<file path="src/logic/otg_role_pkg.sv">
// Constants, register map and carrier types of the dual-role sequencer.
package otg_role_pkg;

  localparam int CLK_MHZ      = 250;
  localparam int TICK_US      = 125;
  localparam int TICK_CYC_DEF = CLK_MHZ * TICK_US;

  localparam int T_VRISE_US     = 100000;
  localparam int T_BCON_US      = 200000;
  localparam int T_BDIS_US      = 150000;
  localparam int T_APER_IDLE_US = 3000;
  localparam int T_SRP_IDLE_US  = 2000;
  localparam int T_SRP_PULSE_US = 5000;
  localparam int T_SRP_MAX_US   = 100000;
  localparam int T_ACON_US      = 3125;

  localparam int TW = 12;
  localparam logic [TW-1:0] T_VRISE_TK     = TW'(T_VRISE_US / TICK_US);
  localparam logic [TW-1:0] T_BCON_TK      = TW'(T_BCON_US / TICK_US);
  localparam logic [TW-1:0] T_BDIS_TK      = TW'(T_BDIS_US / TICK_US);
  localparam logic [TW-1:0] T_APER_IDLE_TK = TW'((T_APER_IDLE_US + TICK_US - 1) / TICK_US);
  localparam logic [TW-1:0] T_SRP_IDLE_TK  = TW'((T_SRP_IDLE_US + TICK_US - 1) / TICK_US);
  localparam logic [TW-1:0] T_SRP_PULSE_TK = TW'((T_SRP_PULSE_US + TICK_US - 1) / TICK_US);
  localparam logic [TW-1:0] T_SRP_MAX_TK   = TW'(T_SRP_MAX_US / TICK_US);
  localparam logic [TW-1:0] T_ACON_TK      = TW'(T_ACON_US / TICK_US);

  localparam logic [7:0] CTRL_OFS   = 8'h00;
  localparam logic [7:0] CMD_OFS    = 8'h04;
  localparam logic [7:0] STATUS_OFS = 8'h08;

  localparam int CTRL_A_BUS_REQ = 0;
  localparam int CTRL_B_BUS_REQ = 1;
  localparam int CTRL_HNP_EN    = 2;
  localparam int CTRL_BCON_HOLD = 3;
  localparam int CTRL_REWAIT    = 4;
  localparam int CTRL_W         = 5;
  localparam logic [CTRL_W-1:0] CTRL_RST = 5'h00;

  localparam int CMD_A_DONE    = 0;
  localparam int CMD_A_SUSPEND = 1;
  localparam int CMD_B_DONE    = 2;

  localparam int ST_STATE = 0;
  localparam int ST_DRIVE = 4;
  localparam int ST_ID    = 8;
  localparam int ST_CONN  = 9;

  typedef enum logic [3:0] {
    st_a_idle       = 4'h0,
    st_a_wait_vrise = 4'h1,
    st_a_wait_bcon  = 4'h2,
    st_a_host       = 4'h3,
    st_a_suspend    = 4'h4,
    st_a_peripheral = 4'h5,
    st_a_wait_vfall = 4'h6,
    st_b_idle       = 4'h8,
    st_b_srp_init   = 4'h9,
    st_b_peripheral = 4'hA,
    st_b_wait_acon  = 4'hB,
    st_b_host       = 4'hC
  } otg_state_t;

  typedef struct packed {
    logic id;
    logic a_side_vbus_ok;
    logic a_side_session_ok;
    logic b_side_session_ok;
    logic b_side_session_over;
    logic peer_conn;
    logic bus_idle;
    logic bus_suspended;
    logic resume_seen;
    logic srp_seen;
  } otg_sense_t;

  typedef struct packed {
    logic host_mode_en;
    logic dplus_pullup_en;
    logic vbus_charge_en;
    logic vbus_drive_en;
  } otg_drive_t;

endpackage

</file>
<file path="src/logic/otg_dual_role.sv">
// Dual-role cable state sequencer with its AHB-Lite register slave.
// Operation
// - Cable identification change swaps A_IDLE and B_IDLE.
// - A_IDLE: bus request or peer session request turns VBUS on, enters VRISE.
// - VRISE: VBUS valid goes to BCON; 100 ms timeout or ID change to VFALL.
// - BCON: 200 ms without attach drops VBUS to VFALL; may wait forever.
// - BCON: VBUS valid with attach keeps host mode, enters A_HOST.
// - A_HOST: VBUS loss, done or disconnect drops host and VBUS, to VFALL.
// - A_HOST suspends on request; A_SUSPEND resumes host on bus request.
// - A_HOST: ID change or disconnect can return to BCON.
// - A_SUSPEND: ID, VBUS loss or 150 ms timeout drops VBUS to VFALL.
// - A_SUSPEND with HNP: disconnect within 150 ms drops host, to A_PERIPHERAL.
// - A_PERIPHERAL: ID change or VBUS loss drops VBUS to VFALL.
// - A_PERIPHERAL: bus idle 3 ms re-enables host, to BCON.
// - VFALL: ID change or no session and no peer returns to A_IDLE.
// - B_IDLE: B session valid enables D+ pull-up, enters B_PERIPHERAL.
// - B_IDLE: bus request, 2 ms idle and session over start SRP pulses of 5 ms.
// - SRP_INIT completes within 100 ms; completion or ID returns to B_IDLE.
// - B_PERIPHERAL: HNP, suspended bus and request drop pull-up, to WAIT_ACON.
// - WAIT_ACON: peer attach enables host mode, enters B_HOST.
// - WAIT_ACON or B_HOST: ID change or session loss returns to B_IDLE.
// - WAIT_ACON timeout 3.125 ms or resume, B_HOST done or disconnect: B_PERIPHERAL.
//
// Our own choices: the AHB-Lite register port and the address map.
module otg_dual_role #(
  parameter int TICK_CYCLES = otg_role_pkg::TICK_CYC_DEF
) (
  input  wire logic                    hclk,
  input  wire logic                    hresetn,
  input  wire logic                    hsel,
  input  wire logic [31:0]             haddr,
  input  wire logic [1:0]              htrans,
  input  wire logic                    hwrite,
  input  wire logic [2:0]              hsize,
  input  wire logic [31:0]             hwdata,
  input  wire logic                    hready,
  output logic                         hreadyout,
  output logic                         hresp,
  output logic [31:0]                  hrdata,
  input  wire otg_role_pkg::otg_sense_t sense,
  output otg_role_pkg::otg_drive_t     drive,
  output otg_role_pkg::otg_state_t     state
);

  localparam int PW = $clog2(TICK_CYCLES + 1);

  if (TICK_CYCLES < 1)
  begin : g_chk
    $error("TICK_CYCLES must be at least one");
  end

  otg_role_pkg::otg_state_t     next_state;
  otg_role_pkg::otg_drive_t     next_drive;
  logic [otg_role_pkg::CTRL_W-1:0] ctrl;
  logic [2:0]                   cmd;
  logic                         ph_wr;
  logic [7:0]                   ph_addr;
  logic [31:0]                  rd_word;
  logic [PW-1:0]                pre;
  logic                         tick;
  logic [otg_role_pkg::TW-1:0]  elapsed;
  logic [otg_role_pkg::TW-1:0]  idle_time;
  logic                         conn_q;
  logic                         attach;
  logic                         detach;
  logic                         a_cable;
  logic                         b_cable;

  assign hreadyout = 1'b1;
  assign hresp     = 1'b0;
  assign a_cable   = ~sense.id;
  assign b_cable   = sense.id;
  assign attach    = sense.peer_conn & ~conn_q;
  assign detach    = ~sense.peer_conn & conn_q;
  assign tick      = (pre == PW'(TICK_CYCLES - 1));

  always_comb
  begin
    rd_word = 32'h0000_0000;
    case (haddr[7:0])
      otg_role_pkg::CTRL_OFS: rd_word[otg_role_pkg::CTRL_W-1:0] = ctrl;
      otg_role_pkg::STATUS_OFS:
      begin
        rd_word[otg_role_pkg::ST_STATE +: 4] = state;
        rd_word[otg_role_pkg::ST_DRIVE +: 4] = drive;
        rd_word[otg_role_pkg::ST_ID]         = sense.id;
        rd_word[otg_role_pkg::ST_CONN]       = sense.peer_conn;
      end
      default: rd_word = 32'h0000_0000;
    endcase
  end

  always_ff @(posedge hclk or negedge hresetn)
  begin
    if (!hresetn)
    begin
      ph_wr   <= 1'b0;
      ph_addr <= 8'h00;
      hrdata  <= 32'h0000_0000;
    end
    else
    begin
      ph_wr   <= hsel & hready & htrans[1] & hwrite;
      ph_addr <= haddr[7:0];
      if (hsel & hready & htrans[1] & ~hwrite)
        hrdata <= rd_word;
    end
  end

  // Command bits live one cycle only, so a held request cannot re-fire a transition.
  always_ff @(posedge hclk or negedge hresetn)
  begin
    if (!hresetn)
    begin
      ctrl <= otg_role_pkg::CTRL_RST;
      cmd  <= 3'h0;
    end
    else
    begin
      cmd <= 3'h0;
      if (ph_wr && ph_addr == otg_role_pkg::CTRL_OFS)
        ctrl <= hwdata[otg_role_pkg::CTRL_W-1:0];
      if (ph_wr && ph_addr == otg_role_pkg::CMD_OFS)
        cmd <= hwdata[2:0];
    end
  end

  // The prescaler restarts with the state, so a timeout is never short by a partial tick.
  always_ff @(posedge hclk or negedge hresetn)
  begin
    if (!hresetn)
    begin
      pre     <= '0;
      elapsed <= '0;
    end
    else if (next_state != state)
    begin
      pre     <= '0;
      elapsed <= '0;
    end
    else
    begin
      pre <= tick ? '0 : pre + PW'(1);
      if (tick && elapsed != '1)
        elapsed <= elapsed + otg_role_pkg::TW'(1);
    end
  end

  always_ff @(posedge hclk or negedge hresetn)
  begin
    if (!hresetn)
    begin
      idle_time <= '0;
      conn_q    <= 1'b0;
    end
    else
    begin
      conn_q <= sense.peer_conn;
      if (!sense.bus_idle)
        idle_time <= '0;
      else if (tick && idle_time != '1)
        idle_time <= idle_time + otg_role_pkg::TW'(1);
    end
  end

  always_comb
  begin
    next_state = state;
    case (state)
      otg_role_pkg::st_a_idle:
      begin
        if (b_cable)
          next_state = otg_role_pkg::st_b_idle;
        else if (ctrl[otg_role_pkg::CTRL_A_BUS_REQ] || sense.srp_seen)
          next_state = otg_role_pkg::st_a_wait_vrise;
      end
      otg_role_pkg::st_a_wait_vrise:
      begin
        if (b_cable)
          next_state = otg_role_pkg::st_a_wait_vfall;
        else if (sense.a_side_vbus_ok)
          next_state = otg_role_pkg::st_a_wait_bcon;
        else if (elapsed >= otg_role_pkg::T_VRISE_TK)
          next_state = otg_role_pkg::st_a_wait_vfall;
      end
      otg_role_pkg::st_a_wait_bcon:
      begin
        if (b_cable)
          next_state = otg_role_pkg::st_a_wait_vfall;
        else if (sense.a_side_vbus_ok && attach)
          next_state = otg_role_pkg::st_a_host;
        else if (!ctrl[otg_role_pkg::CTRL_BCON_HOLD] && elapsed >= otg_role_pkg::T_BCON_TK)
          next_state = otg_role_pkg::st_a_wait_vfall;
      end
      otg_role_pkg::st_a_host:
      begin
        if (b_cable)
          next_state = otg_role_pkg::st_a_wait_bcon;
        else if (!sense.a_side_vbus_ok || cmd[otg_role_pkg::CMD_A_DONE])
          next_state = otg_role_pkg::st_a_wait_vfall;
        else if (detach)
          next_state = ctrl[otg_role_pkg::CTRL_REWAIT] ? otg_role_pkg::st_a_wait_bcon
                                                        : otg_role_pkg::st_a_wait_vfall;
        else if (cmd[otg_role_pkg::CMD_A_SUSPEND])
          next_state = otg_role_pkg::st_a_suspend;
      end
      otg_role_pkg::st_a_suspend:
      begin
        if (b_cable || !sense.a_side_vbus_ok || elapsed >= otg_role_pkg::T_BDIS_TK)
          next_state = otg_role_pkg::st_a_wait_vfall;
        else if (detach)
          next_state = ctrl[otg_role_pkg::CTRL_HNP_EN] ? otg_role_pkg::st_a_peripheral
                                                        : otg_role_pkg::st_a_wait_vfall;
        else if (ctrl[otg_role_pkg::CTRL_A_BUS_REQ])
          next_state = otg_role_pkg::st_a_host;
      end
      otg_role_pkg::st_a_peripheral:
      begin
        if (b_cable || !sense.a_side_vbus_ok)
          next_state = otg_role_pkg::st_a_wait_vfall;
        else if (idle_time >= otg_role_pkg::T_APER_IDLE_TK)
          next_state = otg_role_pkg::st_a_wait_bcon;
      end
      otg_role_pkg::st_a_wait_vfall:
      begin
        if (b_cable || (!sense.a_side_session_ok && !sense.peer_conn))
          next_state = otg_role_pkg::st_a_idle;
      end
      otg_role_pkg::st_b_idle:
      begin
        if (a_cable)
          next_state = otg_role_pkg::st_a_idle;
        else if (sense.b_side_session_ok)
          next_state = otg_role_pkg::st_b_peripheral;
        else if (ctrl[otg_role_pkg::CTRL_B_BUS_REQ] && sense.b_side_session_over &&
                 idle_time >= otg_role_pkg::T_SRP_IDLE_TK)
          next_state = otg_role_pkg::st_b_srp_init;
      end
      otg_role_pkg::st_b_srp_init:
      begin
        if (a_cable || elapsed >= otg_role_pkg::T_SRP_MAX_TK ||
            (elapsed >= otg_role_pkg::T_SRP_PULSE_TK && sense.b_side_session_ok))
          next_state = otg_role_pkg::st_b_idle;
      end
      otg_role_pkg::st_b_peripheral:
      begin
        if (a_cable || !sense.b_side_session_ok)
          next_state = otg_role_pkg::st_b_idle;
        else if (ctrl[otg_role_pkg::CTRL_HNP_EN] && sense.bus_suspended &&
                 ctrl[otg_role_pkg::CTRL_B_BUS_REQ])
          next_state = otg_role_pkg::st_b_wait_acon;
      end
      otg_role_pkg::st_b_wait_acon:
      begin
        if (a_cable || !sense.b_side_session_ok)
          next_state = otg_role_pkg::st_b_idle;
        else if (attach)
          next_state = otg_role_pkg::st_b_host;
        else if (elapsed >= otg_role_pkg::T_ACON_TK || sense.resume_seen)
          next_state = otg_role_pkg::st_b_peripheral;
      end
      otg_role_pkg::st_b_host:
      begin
        if (a_cable || !sense.b_side_session_ok)
          next_state = otg_role_pkg::st_b_idle;
        else if (cmd[otg_role_pkg::CMD_B_DONE] || detach)
          next_state = otg_role_pkg::st_b_peripheral;
      end
      default:
      begin
        next_state = otg_role_pkg::st_b_idle;
      end
    endcase
  end

  // Drives follow the state being entered; SRP pulses end after the pulse window.
  always_comb
  begin
    next_drive = '0;
    case (next_state)
      otg_role_pkg::st_a_wait_vrise, otg_role_pkg::st_a_peripheral:
      begin
        next_drive.vbus_drive_en   = 1'b1;
        next_drive.dplus_pullup_en = (next_state == otg_role_pkg::st_a_peripheral);
      end
      otg_role_pkg::st_a_wait_bcon, otg_role_pkg::st_a_host, otg_role_pkg::st_a_suspend:
      begin
        next_drive.vbus_drive_en = 1'b1;
        next_drive.host_mode_en  = 1'b1;
      end
      otg_role_pkg::st_b_srp_init:
      begin
        next_drive.vbus_charge_en  = (state != next_state) ||
                                     (elapsed < otg_role_pkg::T_SRP_PULSE_TK);
        next_drive.dplus_pullup_en = next_drive.vbus_charge_en;
      end
      otg_role_pkg::st_b_peripheral: next_drive.dplus_pullup_en = 1'b1;
      otg_role_pkg::st_b_host: next_drive.host_mode_en = 1'b1;
      default: next_drive = '0;
    endcase
  end

  // Reset lands in B_IDLE with every drive off, so no VBUS is sourced before ID is seen.
  always_ff @(posedge hclk or negedge hresetn)
  begin
    if (!hresetn)
    begin
      state <= otg_role_pkg::st_b_idle;
      drive <= '0;
    end
    else
    begin
      state <= next_state;
      drive <= next_drive;
    end
  end

  property p_id_swap;
    @(posedge hclk) disable iff (!hresetn)
    (state == otg_role_pkg::st_a_idle && sense.id) |=> (state == otg_role_pkg::st_b_idle);
  endproperty
  a_id_swap: assert property (p_id_swap) else $error("ID change did not reach B_IDLE");

  property p_vrise_on;
    @(posedge hclk) disable iff (!hresetn)
    (state == otg_role_pkg::st_a_idle && !sense.id && sense.srp_seen)
      |=> (state == otg_role_pkg::st_a_wait_vrise && drive.vbus_drive_en);
  endproperty
  a_vrise_on: assert property (p_vrise_on) else $error("SRP did not power VBUS");

  property p_vrise_timeout;
    @(posedge hclk) disable iff (!hresetn)
    (state == otg_role_pkg::st_a_wait_vrise && !sense.a_side_vbus_ok &&
     elapsed >= otg_role_pkg::T_VRISE_TK)
      |=> (state == otg_role_pkg::st_a_wait_vfall && !drive.vbus_drive_en);
  endproperty
  a_vrise_timeout: assert property (p_vrise_timeout) else $error("VRISE timeout missed");

  property p_bcon_timeout;
    @(posedge hclk) disable iff (!hresetn)
    (state == otg_role_pkg::st_a_wait_bcon && !sense.id && !attach &&
     !ctrl[otg_role_pkg::CTRL_BCON_HOLD] && elapsed >= otg_role_pkg::T_BCON_TK)
      |=> (state == otg_role_pkg::st_a_wait_vfall && !drive.vbus_drive_en);
  endproperty
  a_bcon_timeout: assert property (p_bcon_timeout) else $error("BCON timeout missed");

  property p_host_entry;
    @(posedge hclk) disable iff (!hresetn)
    (state == otg_role_pkg::st_a_wait_bcon && !sense.id && sense.a_side_vbus_ok && attach)
      |=> (state == otg_role_pkg::st_a_host && drive.host_mode_en && drive.vbus_drive_en);
  endproperty
  a_host_entry: assert property (p_host_entry) else $error("attach did not enter A_HOST");

  property p_host_drop;
    @(posedge hclk) disable iff (!hresetn)
    (state == otg_role_pkg::st_a_host && !sense.id && !sense.a_side_vbus_ok)
      |=> (state == otg_role_pkg::st_a_wait_vfall && !drive.host_mode_en && !drive.vbus_drive_en);
  endproperty
  a_host_drop: assert property (p_host_drop) else $error("VBUS loss kept host mode");

  property p_hnp_handover;
    @(posedge hclk) disable iff (!hresetn)
    (state == otg_role_pkg::st_a_suspend && !sense.id && sense.a_side_vbus_ok && detach &&
     ctrl[otg_role_pkg::CTRL_HNP_EN] && elapsed < otg_role_pkg::T_BDIS_TK)
      |=> (state == otg_role_pkg::st_a_peripheral && !drive.host_mode_en);
  endproperty
  a_hnp_handover: assert property (p_hnp_handover) else $error("HNP handover missed");
  property p_b_session;
    @(posedge hclk) disable iff (!hresetn)
    (state == otg_role_pkg::st_b_idle && sense.id && sense.b_side_session_ok)
      |=> (state == otg_role_pkg::st_b_peripheral && drive.dplus_pullup_en);
  endproperty
  a_b_session: assert property (p_b_session) else $error("session did not raise pull-up");
  property p_srp_bound;
    @(posedge hclk) disable iff (!hresetn)
    (state == otg_role_pkg::st_b_srp_init) |-> (elapsed <= otg_role_pkg::T_SRP_MAX_TK);
  endproperty
  a_srp_bound: assert property (p_srp_bound) else $error("SRP overran its limit");

  property p_acon_timeout;
    @(posedge hclk) disable iff (!hresetn)
    (state == otg_role_pkg::st_b_wait_acon && sense.id && sense.b_side_session_ok && !attach &&
     elapsed >= otg_role_pkg::T_ACON_TK) |=> (state == otg_role_pkg::st_b_peripheral);
  endproperty
  a_acon_timeout: assert property (p_acon_timeout) else $error("WAIT_ACON timeout missed");

  property p_timer_restart;
    @(posedge hclk) disable iff (!hresetn)
    (state != $past(state)) |-> (elapsed == '0 && pre == '0);
  endproperty
  a_timer_restart: assert property (p_timer_restart) else $error("timer kept old count");

endmodule

</file>
<file path="config.mk">
export PLATFORM = sky130hd
export DESIGN_NAME = otg_dual_role
export DESIGN_NICKNAME = d
export VERILOG_FILES = /design/src/logic/otg_role_pkg.sv /design/src/logic/otg_dual_role.sv
export SDC_FILE = /design/constraint.sdc
export NUM_CORES = 1
export LEC_CHECK = 0
export BUFFER_PORTS_ARGS = -buffer_cell sky130_fd_sc_hd__buf_2
export CAP_MARGIN = 20
export CELL_PAD_IN_SITES_DETAIL_PLACEMENT = 0
export CELL_PAD_IN_SITES_GLOBAL_PLACEMENT = 1
export CORE_MARGIN = 2
export CORE_UTILIZATION = 35
export DETAILED_ROUTE_END_ITERATION = 8
export HOLD_SLACK_MARGIN = 0.03
export PLACE_DENSITY = 0.78
export SETUP_SLACK_MARGIN = 0.1
export SYNTH_ARGS = -nofsm -noshare
export SYNTH_HDL_FRONTEND = slang
export SYNTH_SLANG_ARGS = --single-unit
export TNS_END_PERCENT = 20
</file>
<file path="constraint.sdc">
create_clock -name hclk -period 2.45 [get_ports hclk]
set_input_delay 0.1225 -clock hclk [delete_from_list [all_inputs] [get_ports hclk]]
set_output_delay 0.1225 -clock hclk [all_outputs]
set_load 0.03 [all_outputs]
</file>
==> impl_metrics.env, run 1 <==
export IMPL_status="complete, but fails checks"
export IMPL_violations="negative setup slack"
export IMPL_drv_cap=0
export IMPL_num_vias=3638
export IMPL_instances_no_fill=733
export IMPL_synth_compound_area_frac=0.0874
export IMPL_cpPeakStageDelay_ps=540
export IMPL_clk_path_buf_depth=2
export IMPL_stdcell_area_um2=5750
export IMPL_yosysMostFrequentCell="dfrtp_1"
export IMPL_finClkSkew_ps=6.36
export IMPL_yosysTopAreaCellShare=0.440
export IMPL_ioPinCount=126
export IMPL_ys_ff_latch=75
export IMPL_drtPass1Iterations=4
export IMPL_grt_first_pass_wirelength_um=17800
export IMPL_dp_cells=699
export IMPL_synthXorXnorAreaFrac=0.0707
export IMPL_worstSetupPathType="reg -> reg"
export IMPL_finalNetCount=673
export IMPL_grt_max_degree=47
export IMPL_slew_violations=0
export IMPL_syn_cell_area_um2=4210
export IMPL_die_area_um2=12900
export IMPL_holdCritPathClass="in -> reg"
export IMPL_core_um2=11900
export IMPL_crit_chain="nor4_4 > nand3b_1 > nor4b_4 > a311oi_2 > nand4_2 > xor2_1 > or4_4 > buf_12 > clkbuf_16 > nor3_2"
export IMPL_start_util=0.355
export IMPL_avgRoutedWirePerCell_um=14.8
export IMPL_yosys_warnings=0
export IMPL_netlist_instances=447
export IMPL_syn_to_final_growth_pct=36.7
export IMPL_postPlaceCellArea_um2=5070
export IMPL_cp_data_arrival_time_ps=2940
export IMPL_worst_pin_slew_ps=688
export IMPL_grtUsageTotal=0.174
export IMPL_dp_hpwl_um=7830
export IMPL_num_rows=40
export IMPL_async_flop_share=1.00
export IMPL_maxSlewHeadroom=0.542
export IMPL_critPathBufInv=2
export IMPL_drive_gt1_frac=0.319
export IMPL_dieHeight_um=114
export IMPL_cts_made_buffers=9
export IMPL_cpLargestDelayFamily="simple AND/OR/NAND/NOR gates"
export IMPL_ant_nets=0
export IMPL_antennaDiodeCount=0
export IMPL_cts_htree_levels=3
export IMPL_hold_viol=0
export IMPL_synth_ff_type="dfrtp_1"
export IMPL_setup_viol=28
export IMPL_drt_initial_drc_count=188
export IMPL_die_w_um=114
export IMPL_period_needed_ps=2670
export IMPL_grt_pass1_vias=3683
export IMPL_clk_pin_slew_ps=60
export IMPL_synth_area_leaders="dfrtp_1 44%, xor2_1 4.8%, buf_4 4.6%"
export IMPL_synthMuxAreaShare=0.0348
export IMPL_clock_latency_ps=340
export IMPL_fillCellCount=1122
export IMPL_overflow=0
export IMPL_yosysUniqueCellTypes=59
export IMPL_timing_final_ws_setup_ps=-224
export IMPL_drc=0
export IMPL_synth_common_cells="74 x dfrtp_1, 51 x nor2_1, 37 x nand2_1"
export IMPL_cts_tree="built"
export IMPL_pwr_density_cell_nw_per_um2=847
export IMPL_viasPerCell=4.96
export IMPL_period_share=1.09
export IMPL_antenna_found_initial=0
export IMPL_worstSetupEndpointType="flop"
export IMPL_fin_util=0.485
export IMPL_power_leakage_nw=2.70
export IMPL_worstSetupStartpointType="flop"
export IMPL_cts_sinks=75
export IMPL_worstPathMaxFanout=6
export IMPL_synth_enable_flop_cells=0
export IMPL_grt_setup_unrepaired="yes"
export IMPL_critPathSlowestCell="or4_4"
export IMPL_gp_congestion=0.887
export IMPL_synthSimpleGateAreaFrac=0.257
export IMPL_fmax_mhz=374
export IMPL_io_buffers=46
export IMPL_vdd_ir_drop_worst_mv=0.391
export IMPL_total_power_w=0.00487
export IMPL_wl_um=10800
export IMPL_worst_ep_required_time_ps=2720
export IMPL_synth_area_leader_cell="dfrtp_1"
export IMPL_synth_top_family_by_area="simple AND/OR/NAND/NOR gates"
export IMPL_syn_area_per_cell_um2=9.42
export IMPL_yosysSeqAreaShare=0.446
export IMPL_synthAdderAreaFrac=0.0238
export IMPL_cts_root_buffer="clkbuf_16"
==> worst paths after layout <==
check | startpoint | end | slack, ps | cells past startpoint
max | idle_time[11] | pre[11] | -220 | 10
max reg2reg | idle_time[11] | pre[11] | -220 | 10
max in group asynchronous | hresetn | idle_time[9] | 1400 | 3
min | hwdata[3] | ctrl[3] | 30 | 2
min reg2reg | hrdata[4] | hrdata[4] | 480 | 2
min in group asynchronous | hresetn | ph_wr | 360 | 2
==> placed cells by master (no fill, tap or decap), types with 5 or more instances in the layout <==
| cell | synthesis | routed |
|---|---|---|
| o21ai_0 | 16 | 16 |
| a21oi_1 | 9 | 9 |
| nand4_1 | 10 | 10 |
| mux2_2 | 5 | 5 |
| nand3_1 | 23 | 23 |
| dlygate4sd3_1 | 0 | 13 |
| nand2b_1 | 6 | 6 |
| inv_1 | 17 | 17 |
| nor3_1 | 17 | 8 |
| conb_1 | 2 | 24 |
| ha_1 | 8 | 8 |
| buf_2 | 4 | 46 |
| clkbuf_16 | 0 | 10 |
| nand2_1 | 37 | 37 |
| nor4_1 | 9 | 6 |
| mux2i_1 | 9 | 9 |
| and3_1 | 8 | 8 |
| nor3_2 | 8 | 16 |
| nor2_1 | 51 | 49 |
| buf_4 | 26 | 78 |
| xnor2_1 | 11 | 11 |
| a22o_1 | 6 | 6 |
| xor2_1 | 23 | 23 |
| dfrtp_1 | 74 | 71 |
==> repair_timing <==
action                     CTS  global route
gates cloned                 1             1
hold buffers                13             0
pin swaps                   11             3
setup buffers                1             2
hold endpoints to repair    42             0
resized for setup           18             7
setup endpoints to repair   33            36
==> sequential cells by signal, indices dropped and copies added, names as in the netlist <==
signal,cells
cmd,3
conn_q,1
ctrl,5
drive,4
elapsed,12
hrdata,10
idle_time,12
ph_addr,8
ph_wr,1
pre,15
state,4
==> area by class of cell <==
class                   count  area (um^2)  area share
inverters                  17         63.8      0.0111
multi-input cells         336         2210       0.385
well taps                 147          184      0.0320
repair buffers            142         1060       0.184
clock buffers               9          225      0.0392
flip-flops and latches     75         1880       0.327
clock inverters             7          124      0.0215
==> kinds of logic after synthesis <==
kind of cell	after synthesis
AOI/OAI and AO/OA	53
xor gates and xnor gates	34
adders and majority gates	8
buffers and inverters	58
DFF	75
muxes	14
other	2
and+or+nand+nor	203
==> where the power goes <==
group          switching (W)  internal [W]
sequential         0.0000730       0.00132
combinational        0.00104      0.000897
clock               0.000536       0.00100
total                0.00165       0.00322
==> routing by layer <==
layer  global-route usage  up-vias  part of all wire
li1                     -     1787                 -
met1                0.208     1752              0.43
met2                0.310       82              0.51
met3               0.0372       17             0.039
met4               0.0593        0             0.021
met5                    0        -                 0
==> per-stage QoR <==
stage	setup slack, ps	setup TNS, ps	hold slack, ps
after global routing	-335	-8270	30.3
after floorplan	-249	-5560	-173
final	-224	-4860	33.0
after global placement	-337	-7690	194
after detailed placement	-397	-8490	204
after CTS	-206	-4230	33.7
Note: power is estimated with default switching activity, not from simulation.
==> run 2, diff against run 1 <==
--- a/config.mk
+++ b/config.mk
@@ -9,10 +9,12 @@
 export CAP_MARGIN = 20
 export CELL_PAD_IN_SITES_DETAIL_PLACEMENT = 0
 export CELL_PAD_IN_SITES_GLOBAL_PLACEMENT = 1
+export CORE_ASPECT_RATIO = 0.5
 export CORE_MARGIN = 2
 export CORE_UTILIZATION = 35
+export CTS_CLUSTER_DIAMETER = 100
 export DETAILED_ROUTE_END_ITERATION = 8
-export HOLD_SLACK_MARGIN = 0.03
+export HOLD_SLACK_MARGIN = 0.1
 export PLACE_DENSITY = 0.78
 export SETUP_SLACK_MARGIN = 0.1
 export SYNTH_ARGS = -nofsm -noshare
==> run 2 against run 1 <==
- the flow still finishes with violations (negative setup slack)
- utilization rose by 1.5 points
- first-iteration DRC count down 5.3%
- total power down 2.8%
- critical endpoint is now pre[4]
==> impl_metrics.env, run 2 (synthesized netlist as in run 1, its figures left out) <==
export IMPL_dieHeight_um=81.5
export IMPL_reg2regPathDepth=10
export IMPL_worstSetupPathType="reg -> reg"
export IMPL_finClkSkew_ps=6.50
export IMPL_grt_setup_unrepaired="yes"
export IMPL_dp_hpwl_um=7060
export IMPL_hp_start="sense[4]"
export IMPL_antenna_found_initial=0
export IMPL_ff2ff_setup_slack_ps=-260
export IMPL_fmax_mhz=368
export IMPL_drive_gt1_frac=0.350
export IMPL_final_cell_mix="85 x buf_4, 70 x dfrtp_1, 45 x buf_2"
export IMPL_stdcell_area_um2=5890
export IMPL_clock_latency_ps=330
export IMPL_cts_htree_levels=3
export IMPL_clk_pin_slew_ps=60
export IMPL_cp_data_arrival_time_ps=2960
export IMPL_worstSetupStartpointType="flop"
export IMPL_grt_max_degree=76
export IMPL_ant_nets=0
export IMPL_die_area_um2=13000
export IMPL_largestRegisters="pre x15, elapsed x12, idle_time x12"
export IMPL_multi_input_area_um2=2300
export IMPL_drtPass1Iterations=4
export IMPL_gp_congestion=0.919
export IMPL_postPlaceCellArea_um2=5060
export IMPL_violations="negative setup slack"
export IMPL_worstSetupEndpointType="flop"
export IMPL_cts_root_buffer="clkbuf_16"
export IMPL_whs_ps=167
export IMPL_timing_final_ws_setup_ps=-264
export IMPL_period_needed_ps=2710
export IMPL_num_vias=3629
export IMPL_period_share=1.11
export IMPL_slew_violations=0
export IMPL_start_util=0.358
export IMPL_worstPathMaxFanout=7
export IMPL_antennaDiodeCount=0
export IMPL_worst_pin_slew_ps=967
export IMPL_min_to="hrdata[9]"
export IMPL_drv_cap=0
export IMPL_dp_cells=715
export IMPL_clk_path_buf_depth=2
export IMPL_core_um2=11800
export IMPL_grtUsageTotal=0.162
export IMPL_syn_to_final_growth_pct=39.9
export IMPL_busiest_layer="met2"
export IMPL_layout_commonest_cell="buf_4"
export IMPL_cts_tree="built"
export IMPL_num_rows=28
export IMPL_ioPinCount=126
export IMPL_wl_um=10400
export IMPL_worst_ep_required_time_ps=2700
export IMPL_top_register="pre"
export IMPL_grtUsageMet2=0.288
export IMPL_die_w_um=159
export IMPL_fillCellCount=1082
export IMPL_pwr_density_cell_nw_per_um2=804
export IMPL_cts_sinks=75
export IMPL_finalNetCount=681
export IMPL_rr_startpoint="idle_time[5]"
export IMPL_vdd_ir_drop_worst_mv=0.377
export IMPL_grt_util_met3=0.0389
export IMPL_drt_initial_drc_count=178
export IMPL_largest_reg_flops=15
export IMPL_ff_latch_area_um2=1880
export IMPL_holdCritPathClass="in -> reg"
export IMPL_maxSlewHeadroom=0.355
export IMPL_grt_pass1_vias=3547
export IMPL_hold_viol=0
export IMPL_instances_no_fill=759
export IMPL_tns_ps=-5670
export IMPL_place_ws_ps=-326
export IMPL_overflow=0
export IMPL_drc=0
export IMPL_viasPerCell=4.78
export IMPL_setup_viol=29
export IMPL_cts_made_buffers=9
export IMPL_grt_first_pass_wirelength_um=16700
export IMPL_status="complete, but fails checks"
export IMPL_hold_depth=3
export IMPL_met1_usage=0.197
export IMPL_power_leakage_nw=2.75
export IMPL_io_buffers=46
export IMPL_avgRoutedWirePerCell_um=13.7
export IMPL_r2r_end="pre[4]"
==> run 2: cell count changes in the layout (fill, tap and decap cells not counted), sizes merged <==
cell	previous run	this run
dlygate4sd3	13	17
clkbuf	10	13
clkinv	2	1
bufinv	3	2
buf	128	132
inv	18	17
==> run 2: repair_timing <==
| action | in CTS | in global routing |
|---|---|---|
| setup endpoints to repair | 32 | 36 |
| buffers inserted | 4 | 5 |
| hold buffers | 17 | 0 |
| resized for setup | 13 | 35 |
| hold endpoints to repair | 92 | 0 |
| pin swaps | 7 | 9 |
| cloned | 1 | 1 |
==> run 2: worst max-delay path, stage by stage, from the launching register on <==
cell and delay [ps]:
dfrtp_1 410, nor4_4 290, buf_4 140, nand3b_1 70
nor4b_4 150, a311oi_2 250, nand4_2 180, xor2_2 190
or4_4 580, buf_12 190, nor3_1 170
==> run 2: layout make-up <==
type / count / area share
clock buffers: 12 / 0.0436
clock inverters: 4 / 0.0123
inverters: 17 / 0.0108
multi-input cells: 336 / 0.391
flip-flops and latches: 75 / 0.320
well taps: 165 / 0.0351
repair buffers: 150 / 0.188
==> run 2: metrics by stage <==
step	total power (W)	util
after floorplan	0.00234	-
after global placement	0.00282	0.430
after detailed placement	0.00281	0.430
after CTS	0.00453	0.482
after global routing	0.00498	0.500
final	0.00473	0.500
==> run 2: worst max path at each step <==
| stage | startpoint | slack [ps] | end | cells past startpoint |
|---|---|---|---|---|
| finish | idle_time[5] | -260 | pre[4] | 10 |
| global route | idle_time[5] | -380 | pre[4] | 10 |
| CTS | state[1] | -170 | pre[14] | 9 |
| detailed placement | idle_time[10] | -330 | pre[14] | 10 |
| global placement | state[1] | -300 | pre[7] | 9 |
| floorplan | state[1] | -250 | pre[1] | 11 |
==> run 2: metal layers <==
| layer | part of all wire | wire length [um] |
|---|---|---|
| met2 | 0.48 | 4950 |
| met3 | 0.050 | 523 |
| met5 | 0 | 0 |
| met4 | 0.021 | 216 |
| met1 | 0.45 | 4690 |
==> run 2: where the power goes <==
group	internal (W)	switching (W)	total, W
combinational	0.000866	0.00104	0.00191
sequential	0.00132	0.0000610	0.00138
clock	0.000946	0.000498	0.00144
total	0.00313	0.00160	0.00473
